### config.mk
export PLATFORM = sky130hd
export DESIGN_NAME = srsr_regs
export DESIGN_NICKNAME = d
export VERILOG_FILES = /design/src/design/srsr_pkg.sv /design/src/design/srsr_regs.sv /design/src/design/srsr_i2c_port.sv
export SDC_FILE = /design/constraint.sdc
export NUM_CORES = 1
export LEC_CHECK = 0
export ABC_AREA = 0
export BUFFER_PORTS_ARGS = -buffer_cell sky130_fd_sc_hd__buf_2
export CAP_MARGIN = 10
export CORE_MARGIN = 2
export CORE_UTILIZATION = 45
export DETAILED_ROUTE_END_ITERATION = 8
export GPL_TIMING_DRIVEN = 0
export PLACE_DENSITY = 0.67
export REMOVE_ABC_BUFFERS = 1
export SLEW_MARGIN = 10
export SYNTH_ARGS = -nofsm -noshare
export SYNTH_HDL_FRONTEND = slang
export SYNTH_SLANG_ARGS = --single-unit
### constraint.sdc
create_clock -name I_CLK -period 6.9 [get_ports I_CLK]
set_clock_uncertainty 0.15 [all_clocks]
set_input_delay 0.345 -clock I_CLK [delete_from_list [all_inputs] [get_ports I_CLK]]
set_output_delay 0.345 -clock I_CLK [all_outputs]
set_load 0.01 [all_outputs]
### src/design/srsr_pkg.sv
package srsr_pkg;
    // ------------------------------------------------------------
    // Register offsets
    // ------------------------------------------------------------
    localparam logic [7:0] A_TEMP_LO  = 8'h00;
    localparam logic [7:0] A_TEMP_HI  = 8'h01;
    localparam logic [7:0] A_HUM_LO   = 8'h02;
    localparam logic [7:0] A_HUM_HI   = 8'h03;
    localparam logic [7:0] A_STATUS   = 8'h04;
    localparam logic [7:0] A_PEAK_T   = 8'h05;
    localparam logic [7:0] A_PEAK_H   = 8'h06;
    localparam logic [7:0] A_ENABLE   = 8'h07;
    localparam logic [7:0] A_TRIM_T   = 8'h08;
    localparam logic [7:0] A_TRIM_H   = 8'h09;
    localparam logic [7:0] A_TLIM_LO  = 8'h0A;
    localparam logic [7:0] A_TLIM_HI  = 8'h0B;
    localparam logic [7:0] A_HLIM_LO  = 8'h0C;
    localparam logic [7:0] A_HLIM_HI  = 8'h0D;
    localparam logic [7:0] A_PIN_CFG  = 8'h0E;
    localparam logic [7:0] A_SETUP    = 8'h0F;
    localparam logic [7:0] A_MAKER_LO = 8'hFC;
    localparam logic [7:0] A_MAKER_HI = 8'hFD;
    localparam logic [7:0] A_PART_LO  = 8'hFE;
    localparam logic [7:0] A_PART_HI  = 8'hFF;
    // ------------------------------------------------------------
    // Reset values and identity (identity values are arbitrary)
    // ------------------------------------------------------------
    localparam logic [7:0] RST_ZERO    = 8'h00;
    localparam logic [7:0] RST_TLIM_HI = 8'h7F;
    localparam logic [7:0] RST_HLIM_HI = 8'hFF;
    localparam logic [7:0] MAKER_LO    = 8'h5A;
    localparam logic [7:0] MAKER_HI    = 8'hA5;
    localparam logic [7:0] PART_LO     = 8'h3C;
    localparam logic [7:0] PART_HI     = 8'hC3;
    // ------------------------------------------------------------
    // Field positions
    // ------------------------------------------------------------
    localparam int B_READY   = 7;
    localparam int B_T_UP    = 6;
    localparam int B_T_LO    = 5;
    localparam int B_H_UP    = 4;
    localparam int B_H_LO    = 3;
    localparam int B_SOFT    = 7;
    localparam int B_AUTO_HI = 6;
    localparam int B_AUTO_LO = 4;
    localparam int B_PIN_EN  = 2;
    localparam int B_POL     = 1;
    localparam int B_MODE    = 0;
    localparam logic [7:0] STATUS_MASK = 8'hF8;
    // Host scaling: degC = raw/2^16*165-40, %RH = raw/2^16*100
    localparam int TEMP_SPAN   = 165;
    localparam int TEMP_OFFSET = 40;
    localparam int HUM_SPAN    = 100;
    // ------------------------------------------------------------
    // Serial port
    // ------------------------------------------------------------
    localparam logic [5:0] DEV_ADDR_TOP = 6'h20;
    localparam logic [3:0] BITS_BYTE    = 4'h8;
    typedef enum logic [2:0] {S_IDLE, S_RX, S_ACK, S_TXLD, S_TX, S_MACK} srsr_state_t;
    typedef enum logic [1:0] {K_ADDR, K_PTR, K_DATA} srsr_kind_t;
endpackage

### src/design/srsr_regs.sv
module srsr_regs (
    input  wire logic        I_CLK,
    input  wire logic        I_RST,
    input  wire logic        I_SCL,
    input  wire logic        I_SDA,
    input  wire logic        I_ADDR_SEL,
    input  wire logic        I_TEMP_DONE,
    input  wire logic [13:0] I_TEMP_VALUE,
    input  wire logic        I_HUM_DONE,
    input  wire logic [13:0] I_HUM_VALUE,
    output logic             O_SDA_OUT,
    output logic             O_SDA_OE,
    output logic             O_EVENT_PIN,
    output logic [7:0]       O_CONV_SETUP,
    output logic [7:0]       O_TEMP_TRIM,
    output logic [7:0]       O_HUM_TRIM,
    output logic             O_AUTO_MODE,
    output logic             O_SOFT_RESET
);
    // ------------------------------------------------------------
    // Serial front end
    // ------------------------------------------------------------
    logic [7:0] rx_byte, tx_q, tx_d, ptr_q, ptr_d, rd_byte;
    logic       rx_ptr, rx_stb, tx_req, ack;

    srsr_i2c_port u_port (
        .i_clk      (I_CLK),
        .i_rst      (I_RST),
        .i_scl      (I_SCL),
        .i_sda      (I_SDA),
        .i_addr_sel (I_ADDR_SEL),
        .i_ack      (ack),
        .i_tx_byte  (tx_q),
        .o_sda_oe   (O_SDA_OE),
        .o_rx_byte  (rx_byte),
        .o_rx_ptr   (rx_ptr),
        .o_rx_stb   (rx_stb),
        .o_tx_req   (tx_req)
    );
    assign O_SDA_OUT = 1'b0;

    // ------------------------------------------------------------
    // Register state
    // ------------------------------------------------------------
    logic [15:0] temp_q, temp_d, hum_q, hum_d;
    logic [7:0]  stat_q, stat_d, peak_t_q, peak_t_d, peak_h_q, peak_h_d;
    logic [7:0]  en_q, en_d, trim_t_q, trim_t_d, trim_h_q, trim_h_d;
    logic [7:0]  tlo_q, tlo_d, thi_q, thi_d, hlo_q, hlo_d, hhi_q, hhi_d;
    logic [7:0]  cfg_q, cfg_d, setup_q, setup_d;
    logic        soft_q, soft_d, pin_q, pin_d;
    logic        ptr_ok, wr_ok, stat_rd, res_rd, auto, mode, pin_act;
    logic [7:0]  t8, h8;

    function automatic logic flag_next(input logic q, input logic upd, input logic cmp,
                                       input logic comp_mode, input logic clr);
        // Latched: a new hit beats a clearing read
        if (upd && (cmp || comp_mode)) begin
            return cmp;
        end else if (clr) begin
            return 1'b0;
        end
        return q;
    endfunction

    assign ptr_ok = (rx_byte <= srsr_pkg::A_SETUP) || (rx_byte >= srsr_pkg::A_MAKER_LO);
    // Status writes are acknowledged but change nothing
    assign wr_ok  = (ptr_q >= srsr_pkg::A_STATUS) && (ptr_q <= srsr_pkg::A_SETUP);
    assign ack    = rx_ptr ? ptr_ok : wr_ok;
    assign stat_rd = tx_req && (ptr_q == srsr_pkg::A_STATUS);
    assign res_rd  = tx_req && (ptr_q <= srsr_pkg::A_HUM_HI);
    assign auto    = |cfg_q[srsr_pkg::B_AUTO_HI:srsr_pkg::B_AUTO_LO];
    assign mode    = cfg_q[srsr_pkg::B_MODE];
    assign t8      = I_TEMP_VALUE[13:6];
    assign h8      = I_HUM_VALUE[13:6];
    assign pin_act = |(stat_q & en_q & srsr_pkg::STATUS_MASK);

    always_comb begin
        if (ptr_q == srsr_pkg::A_TEMP_LO) begin
            rd_byte = temp_q[7:0];
        end else if (ptr_q == srsr_pkg::A_TEMP_HI) begin
            rd_byte = temp_q[15:8];
        end else if (ptr_q == srsr_pkg::A_HUM_LO) begin
            rd_byte = hum_q[7:0];
        end else if (ptr_q == srsr_pkg::A_HUM_HI) begin
            rd_byte = hum_q[15:8];
        end else if (ptr_q == srsr_pkg::A_STATUS) begin
            rd_byte = stat_q & srsr_pkg::STATUS_MASK;
        end else if (ptr_q == srsr_pkg::A_PEAK_T) begin
            rd_byte = peak_t_q;
        end else if (ptr_q == srsr_pkg::A_PEAK_H) begin
            rd_byte = peak_h_q;
        end else if (ptr_q == srsr_pkg::A_ENABLE) begin
            rd_byte = en_q;
        end else if (ptr_q == srsr_pkg::A_TRIM_T) begin
            rd_byte = trim_t_q;
        end else if (ptr_q == srsr_pkg::A_TRIM_H) begin
            rd_byte = trim_h_q;
        end else if (ptr_q == srsr_pkg::A_TLIM_LO) begin
            rd_byte = tlo_q;
        end else if (ptr_q == srsr_pkg::A_TLIM_HI) begin
            rd_byte = thi_q;
        end else if (ptr_q == srsr_pkg::A_HLIM_LO) begin
            rd_byte = hlo_q;
        end else if (ptr_q == srsr_pkg::A_HLIM_HI) begin
            rd_byte = hhi_q;
        end else if (ptr_q == srsr_pkg::A_PIN_CFG) begin
            rd_byte = cfg_q;
        end else if (ptr_q == srsr_pkg::A_SETUP) begin
            rd_byte = setup_q;
        end else if (ptr_q == srsr_pkg::A_MAKER_LO) begin
            rd_byte = srsr_pkg::MAKER_LO;
        end else if (ptr_q == srsr_pkg::A_MAKER_HI) begin
            rd_byte = srsr_pkg::MAKER_HI;
        end else if (ptr_q == srsr_pkg::A_PART_LO) begin
            rd_byte = srsr_pkg::PART_LO;
        end else if (ptr_q == srsr_pkg::A_PART_HI) begin
            rd_byte = srsr_pkg::PART_HI;
        end else begin
            rd_byte = 8'h00;
        end
    end

    always_comb begin
        temp_d   = temp_q;
        hum_d    = hum_q;
        stat_d   = stat_q;
        peak_t_d = peak_t_q;
        peak_h_d = peak_h_q;
        en_d     = en_q;
        trim_t_d = trim_t_q;
        trim_h_d = trim_h_q;
        tlo_d    = tlo_q;
        thi_d    = thi_q;
        hlo_d    = hlo_q;
        hhi_d    = hhi_q;
        cfg_d    = cfg_q;
        setup_d  = setup_q;
        ptr_d    = ptr_q;
        tx_d     = tx_q;
        soft_d   = 1'b0;
        // Event pin: inactive level when the pin is disabled
        pin_d = cfg_q[srsr_pkg::B_POL] ~^ (pin_act & cfg_q[srsr_pkg::B_PIN_EN]);
        if (soft_q) begin
            // Soft reset restores every register, pointer kept
            temp_d   = 16'h0000;
            hum_d    = 16'h0000;
            stat_d   = srsr_pkg::RST_ZERO;
            peak_t_d = srsr_pkg::RST_ZERO;
            peak_h_d = srsr_pkg::RST_ZERO;
            en_d     = srsr_pkg::RST_ZERO;
            trim_t_d = srsr_pkg::RST_ZERO;
            trim_h_d = srsr_pkg::RST_ZERO;
            tlo_d    = srsr_pkg::RST_ZERO;
            thi_d    = srsr_pkg::RST_TLIM_HI;
            hlo_d    = srsr_pkg::RST_ZERO;
            hhi_d    = srsr_pkg::RST_HLIM_HI;
            cfg_d    = srsr_pkg::RST_ZERO;
            setup_d  = srsr_pkg::RST_ZERO;
        end else begin
            // Host scales results per degC/%RH formulas
            if (I_TEMP_DONE) begin
                temp_d = {I_TEMP_VALUE, 2'b00};
            end
            if (I_HUM_DONE) begin
                hum_d = {I_HUM_VALUE, 2'b00};
            end
            // Set beats the clearing read
            if (I_TEMP_DONE || I_HUM_DONE) begin
                stat_d[srsr_pkg::B_READY] = 1'b1;
            end else if (stat_rd || res_rd) begin
                stat_d[srsr_pkg::B_READY] = 1'b0;
            end
            stat_d[srsr_pkg::B_T_UP] = flag_next(stat_q[srsr_pkg::B_T_UP], I_TEMP_DONE,
                                                 en_q[srsr_pkg::B_T_UP] && (t8 > thi_q), mode, stat_rd);
            stat_d[srsr_pkg::B_T_LO] = flag_next(stat_q[srsr_pkg::B_T_LO], I_TEMP_DONE,
                                                 en_q[srsr_pkg::B_T_LO] && (t8 < tlo_q), mode, stat_rd);
            stat_d[srsr_pkg::B_H_UP] = flag_next(stat_q[srsr_pkg::B_H_UP], I_HUM_DONE,
                                                 en_q[srsr_pkg::B_H_UP] && (h8 > hhi_q), mode, stat_rd);
            stat_d[srsr_pkg::B_H_LO] = flag_next(stat_q[srsr_pkg::B_H_LO], I_HUM_DONE,
                                                 en_q[srsr_pkg::B_H_LO] && (h8 < hlo_q), mode, stat_rd);
            stat_d[2:0] = 3'b000;
            if (!auto && I_TEMP_DONE && t8 > peak_t_q) begin
                peak_t_d = t8;
            end
            if (!auto && I_HUM_DONE && h8 > peak_h_q) begin
                peak_h_d = h8;
            end
            if (rx_stb && rx_ptr && ptr_ok) begin
                ptr_d = rx_byte;
            end else if (rx_stb && !rx_ptr) begin
                ptr_d = ptr_q + 8'h01;
                if (ptr_q == srsr_pkg::A_PEAK_T) begin
                    peak_t_d = rx_byte;
                end else if (ptr_q == srsr_pkg::A_PEAK_H) begin
                    peak_h_d = rx_byte;
                end else if (ptr_q == srsr_pkg::A_ENABLE) begin
                    en_d = rx_byte & srsr_pkg::STATUS_MASK;
                end else if (ptr_q == srsr_pkg::A_TRIM_T) begin
                    trim_t_d = rx_byte;
                end else if (ptr_q == srsr_pkg::A_TRIM_H) begin
                    trim_h_d = rx_byte;
                end else if (ptr_q == srsr_pkg::A_TLIM_LO) begin
                    tlo_d = rx_byte;
                end else if (ptr_q == srsr_pkg::A_TLIM_HI) begin
                    thi_d = rx_byte;
                end else if (ptr_q == srsr_pkg::A_HLIM_LO) begin
                    hlo_d = rx_byte;
                end else if (ptr_q == srsr_pkg::A_HLIM_HI) begin
                    hhi_d = rx_byte;
                end else if (ptr_q == srsr_pkg::A_PIN_CFG) begin
                    cfg_d  = rx_byte & ~(8'h01 << srsr_pkg::B_SOFT);
                    soft_d = rx_byte[srsr_pkg::B_SOFT];
                end else if (ptr_q == srsr_pkg::A_SETUP) begin
                    setup_d = rx_byte;
                end
            end
            if (tx_req) begin
                tx_d  = rd_byte;
                ptr_d = ptr_q + 8'h01;
            end
        end
    end

    always_ff @(posedge I_CLK or posedge I_RST) begin
        if (I_RST) begin
            temp_q   <= 16'h0000;
            hum_q    <= 16'h0000;
            stat_q   <= srsr_pkg::RST_ZERO;
            peak_t_q <= srsr_pkg::RST_ZERO;
            peak_h_q <= srsr_pkg::RST_ZERO;
            en_q     <= srsr_pkg::RST_ZERO;
            trim_t_q <= srsr_pkg::RST_ZERO;
            trim_h_q <= srsr_pkg::RST_ZERO;
            tlo_q    <= srsr_pkg::RST_ZERO;
            thi_q    <= srsr_pkg::RST_TLIM_HI;
            hlo_q    <= srsr_pkg::RST_ZERO;
            hhi_q    <= srsr_pkg::RST_HLIM_HI;
            cfg_q    <= srsr_pkg::RST_ZERO;
            setup_q  <= srsr_pkg::RST_ZERO;
            ptr_q    <= 8'h00;
            tx_q     <= 8'h00;
            soft_q   <= 1'b0;
            pin_q    <= 1'b1;
        end else begin
            temp_q   <= temp_d;
            hum_q    <= hum_d;
            stat_q   <= stat_d;
            peak_t_q <= peak_t_d;
            peak_h_q <= peak_h_d;
            en_q     <= en_d;
            trim_t_q <= trim_t_d;
            trim_h_q <= trim_h_d;
            tlo_q    <= tlo_d;
            thi_q    <= thi_d;
            hlo_q    <= hlo_d;
            hhi_q    <= hhi_d;
            cfg_q    <= cfg_d;
            setup_q  <= setup_d;
            ptr_q    <= ptr_d;
            tx_q     <= tx_d;
            soft_q   <= soft_d;
            pin_q    <= pin_d;
        end
    end

    assign O_EVENT_PIN  = pin_q;
    assign O_CONV_SETUP = setup_q;
    assign O_TEMP_TRIM  = trim_t_q;
    assign O_HUM_TRIM   = trim_h_q;
    assign O_AUTO_MODE  = auto;
    assign O_SOFT_RESET = soft_q;
endmodule

### src/design/srsr_i2c_port.sv
module srsr_i2c_port (
    input  wire logic       i_clk,
    input  wire logic       i_rst,
    input  wire logic       i_scl,
    input  wire logic       i_sda,
    input  wire logic       i_addr_sel,
    input  wire logic       i_ack,
    input  wire logic [7:0] i_tx_byte,
    output logic            o_sda_oe,
    output logic [7:0]      o_rx_byte,
    output logic            o_rx_ptr,
    output logic            o_rx_stb,
    output logic            o_tx_req
);
    srsr_pkg::srsr_state_t st_q, st_d;
    srsr_pkg::srsr_kind_t  kind_q, kind_d;
    logic [7:0] sh_q, sh_d;
    logic [3:0] cnt_q, cnt_d;
    logic       scl_q, sda_q, rd_q, rd_d, ack_q, ack_d;
    logic       rise, fall, start, stop, byte_end;

    assign rise     = i_scl & ~scl_q;
    assign fall     = ~i_scl & scl_q;
    assign start    = scl_q & i_scl & sda_q & ~i_sda;
    assign stop     = scl_q & i_scl & ~sda_q & i_sda;
    assign byte_end = (st_q == srsr_pkg::S_RX) && fall && (cnt_q == srsr_pkg::BITS_BYTE);
    assign o_rx_byte = sh_q;
    assign o_rx_ptr  = (kind_q == srsr_pkg::K_PTR);
    assign o_rx_stb  = byte_end && (kind_q != srsr_pkg::K_ADDR);
    assign o_tx_req  = (st_q == srsr_pkg::S_ACK && fall && ack_q && rd_q && kind_q == srsr_pkg::K_ADDR) ||
                       (st_q == srsr_pkg::S_MACK && fall && ack_q);
    assign o_sda_oe  = (st_q == srsr_pkg::S_ACK && ack_q) || (st_q == srsr_pkg::S_TX && !sh_q[7]);

    always_comb begin
        st_d   = st_q;
        kind_d = kind_q;
        sh_d   = sh_q;
        cnt_d  = cnt_q;
        rd_d   = rd_q;
        ack_d  = ack_q;
        if (start) begin
            st_d   = srsr_pkg::S_RX;
            kind_d = srsr_pkg::K_ADDR;
            cnt_d  = 4'h0;
        end else if (stop) begin
            st_d = srsr_pkg::S_IDLE;
        end else begin
            case (st_q)
                srsr_pkg::S_RX: begin
                    if (rise && cnt_q != srsr_pkg::BITS_BYTE) begin
                        sh_d  = {sh_q[6:0], i_sda};
                        cnt_d = cnt_q + 4'h1;
                    end else if (byte_end) begin
                        st_d = srsr_pkg::S_ACK;
                        if (kind_q == srsr_pkg::K_ADDR) begin
                            ack_d = (sh_q[7:1] == {srsr_pkg::DEV_ADDR_TOP, i_addr_sel});
                            rd_d  = sh_q[0];
                        end else begin
                            ack_d = i_ack;
                        end
                    end
                end
                srsr_pkg::S_ACK: begin
                    if (fall) begin
                        cnt_d = 4'h0;
                        if (!ack_q) begin
                            st_d = srsr_pkg::S_IDLE;
                        end else if (rd_q && kind_q == srsr_pkg::K_ADDR) begin
                            st_d = srsr_pkg::S_TXLD;
                        end else begin
                            st_d   = srsr_pkg::S_RX;
                            kind_d = (kind_q == srsr_pkg::K_ADDR) ? srsr_pkg::K_PTR : srsr_pkg::K_DATA;
                        end
                    end
                end
                srsr_pkg::S_TXLD: begin
                    sh_d = i_tx_byte;
                    st_d = srsr_pkg::S_TX;
                end
                srsr_pkg::S_TX: begin
                    if (fall) begin
                        sh_d  = {sh_q[6:0], 1'b1};
                        cnt_d = cnt_q + 4'h1;
                        if (cnt_q == srsr_pkg::BITS_BYTE - 4'h1) begin
                            st_d = srsr_pkg::S_MACK;
                        end
                    end
                end
                srsr_pkg::S_MACK: begin
                    if (rise) begin
                        ack_d = ~i_sda;
                    end else if (fall) begin
                        st_d  = ack_q ? srsr_pkg::S_TXLD : srsr_pkg::S_IDLE;
                        cnt_d = 4'h0;
                    end
                end
                default: st_d = srsr_pkg::S_IDLE;
            endcase
        end
    end

    always_ff @(posedge i_clk or posedge i_rst) begin
        if (i_rst) begin
            st_q   <= srsr_pkg::S_IDLE;
            kind_q <= srsr_pkg::K_ADDR;
            sh_q   <= 8'h00;
            cnt_q  <= 4'h0;
            rd_q   <= 1'b0;
            ack_q  <= 1'b0;
            scl_q  <= 1'b1;
            sda_q  <= 1'b1;
        end else begin
            st_q   <= st_d;
            kind_q <= kind_d;
            sh_q   <= sh_d;
            cnt_q  <= cnt_d;
            rd_q   <= rd_d;
            ack_q  <= ack_d;
            scl_q  <= i_scl;
            sda_q  <= i_sda;
        end
    end
endmodule

==> results.ini <==
[outcome]
status=finished, final reports clean

[route]
dr.pass1.iters=7
routed.top_layer=met4
wl_met1_um=14390
via_count=8912
routed_wl_um=32270
final_antenna_net_count=0
vias_per_cell=6.232
routed-wl-met3_um=2456
wl_met2_um=14160
drc_errors=0
wl_per_cell_um=22.56
dr.first_iter.drc_count=871

[power]
power.leakage_uw=0.005430
p_per_area_nw_per_um2=362.7
switching_power_uw=1784
intPower_uw=2259
peakVddDrop_uv=205.2
p_sw_share_pct=44.13
seq_power_share_pct=35.3
clock_power_share_pct=24.6
p_comb_share_pct=40.1

[cells_and_area]
drive_gt1_share_pct=12.43
finalNonFillerCells=1430
final_area_um2=11140
final_common_cell=nor2_1
largestRegisters=hum_q x14, temp_q x14
fillers=2081
syn_to_final_growth_pct=11.10
final_cell_mix=nor2_1, dfrtp_1, mux2i_1
antenna_cells=0
fin_nets=1224

[clocking]
cts-resized-gates=0
cts_tree=done
root_buffer=clkbuf_16
clk_pin_slew_ns=0.07
clock-sinks=156
clock_latency_ns=0.44
cts_max_level=4
post-cts-setup-buffers=0
clockBufferDepth=2
holdBufCountCts=3
numCtsBuffers=17

[floorplanning]
row_count=54
die_w_um=153.3
die-height_um=153.3
dieArea_um2=23500
start_util_pct=45.96
ioPinCount=64
core_um2=21820

[synth]
synthArstFlopShare_pct=100.0
avgSynthCellArea_um2=8.948
synth_edf_count=0
syn_inst=1121
syn_area_um2=10030
ys_seq_area_share_pct=39.14
ys_types=79
yosysWarnings=0
dominantRegCellSynth=dfrtp_1
ys_ff_latch=156

[global_route]
grt_pass1_wl_um=49850
grt_pass1_vias=8395
grt_max_degree=87
groute.usage.overall_pct=27.47
antenna_found_initial=0
overflow=0

[worst_setup_path]
r2r_slack_ns=3.05
crit_path_start_kind=flip-flop
crit_arrival_ns=4.05
cp_max_fo=42
cp-end-kind=flip-flop
critical_path_class=flip-flop to flip-flop
crit_required_ns=7.10

[min_path]
hold_class=primary input to flip-flop

[placed_design]
dpl.cell_count=1395
placed_cell_area_um2=10500
portBuffers=62
dpl.hpwl_um=22120
gp_congestion=0.9642

[sta]
hold_viol_final=0
min_period_over_period_pct=55.74
slew_headroom_pct=16.17
worstMarginPinSlew_ns=1.248
finalSetupViolations=0
max_freq_mhz=260.0
finalCriticalPeriod_ns=3.846
maxSlewViolCount=0
rsz0062_at_grt=no
tns_ns=0

[flow_run]
maxCapViolations=0

==> layout make-up <==
class                   count  area, um2  share of cell area [%]
inverters                  74      285.3                   2.560
clock buffers              19      452.9                   4.064
repair buffers             68      422.9                   3.795
multi-input cells         820       5539                   49.70
clock inverters            13      163.9                   1.471
well taps                 280      350.3                   3.144
flip-flops and latches    156       3930                   35.26
==> per-layer routing <==
metal | up-vias | GRT usage [%]
li1 | 4086 | -
met1 | 4321 | 39.07
met2 | 424 | 41.60
met3 | 81 | 5.274
met4 | 0 | 10.36
met5 | - | 0
==> per-stage QoR <==
step | utilization [%] | worst slack [ns] | hold slack [ns] | total power (uW)
2_1_floorplan | - | 2.228 | 0.1995 | 2364
3_3_place_gp | 47.64 | 0.2531 | 0.3143 | 2955
3_5_place_dp | 48.10 | 3.201 | 0.2816 | 2992
4_1_cts | 51.07 | 3.159 | 0.001417 | 3994
5_1_grt | 51.07 | 2.931 | 0.01388 | 4230
6_report | 51.07 | 3.054 | 0.007828 | 4043
==> synthesized netlist by cell type (4+ instances only) <==
cell | count | area share, %
a211o_1 | 15 | 1.3
a211oi_1 | 25 | 1.9
a21o_1 | 10 | 0.75
a21oi_1 | 67 | 3.3
a221oi_1 | 12 | 1.0
a22o_1 | 4 | 0.35
a22oi_1 | 6 | 0.45
a311oi_1 | 4 | 0.35
a31oi_1 | 9 | 0.56
buf_1 | 5 | 0.19
buf_2 | 8 | 0.40
clkbuf_1 | 54 | 2.0
dfrtp_1 | 138 | 34
dfstp_2 | 18 | 4.7
ha_1 | 52 | 6.5
inv_1 | 74 | 2.8
mux2_2 | 5 | 0.56
mux2i_1 | 106 | 11
nand2_1 | 70 | 2.6
nand2b_1 | 19 | 1.2
nand3_1 | 29 | 1.4
nand3b_1 | 6 | 0.45
nand4_1 | 9 | 0.56
nand4b_1 | 5 | 0.44
nor2_1 | 155 | 5.8
nor2b_1 | 15 | 0.94
nor3_1 | 14 | 0.70
nor3_2 | 4 | 0.40
nor3b_1 | 4 | 0.30
o21a_1 | 10 | 0.75
o21ai_0 | 39 | 1.9
o21ai_1 | 10 | 0.50
o221ai_1 | 4 | 0.35
o22ai_1 | 22 | 1.4
o31ai_1 | 13 | 0.97
o32a_1 | 4 | 0.40
or3_1 | 5 | 0.31
==> worst max-delay path: stages, from the launching register on <==
cell and delay (ns):
dfrtp_1 0.44, inv_1 0.11, ha_2 0.75, inv_1 0.57, a2111oi_0 0.79, o22ai_1 0.23, a221oi_1 0.35, o21ai_1 0.17
a21oi_1 0.16
==> final timing paths <==
path,startpoint,to,cells past startpoint
max,ptr_q[1],tx_q[7],8
max in group asynchronous,I_RST,u_port.scl_q,4
min in group asynchronous,I_RST,O_HUM_TRIM[0],3
min,I_TEMP_VALUE[4],temp_q[6],3
max reg2reg,ptr_q[1],tx_q[7],8
min reg2reg,cfg_q[1],O_EVENT_PIN,1
==> cell families (layout without fill, tap and decap cells) <==
logic type                 Yosys count  count (layout)  synth area share (%)
and+or+nand+nor                    362             362                 17.51
adders and majority gates           52              52                 6.486
other                                1               1               0.03738
buffers and inverters              145             174                 5.713
xor gates and xnor gates             2               2                0.1747
DFF                                156             156                 39.14
AOI/OAI and AO/OA                  292             292                 19.80
muxes                              111             111                 11.14
==> power by group through the flow <==
stage                     combinational [uW]  sequential [uW]  clock (uW)
final                                   1620             1430         994
after global routing                    1750             1440        1040
after CTS                               1570             1420        1000
after detailed placement                1560             1430           0
after global placement                  1530             1430           0
after floorplan                         1120             1240           0
Note: power is estimated with default switching activity, not from simulation.
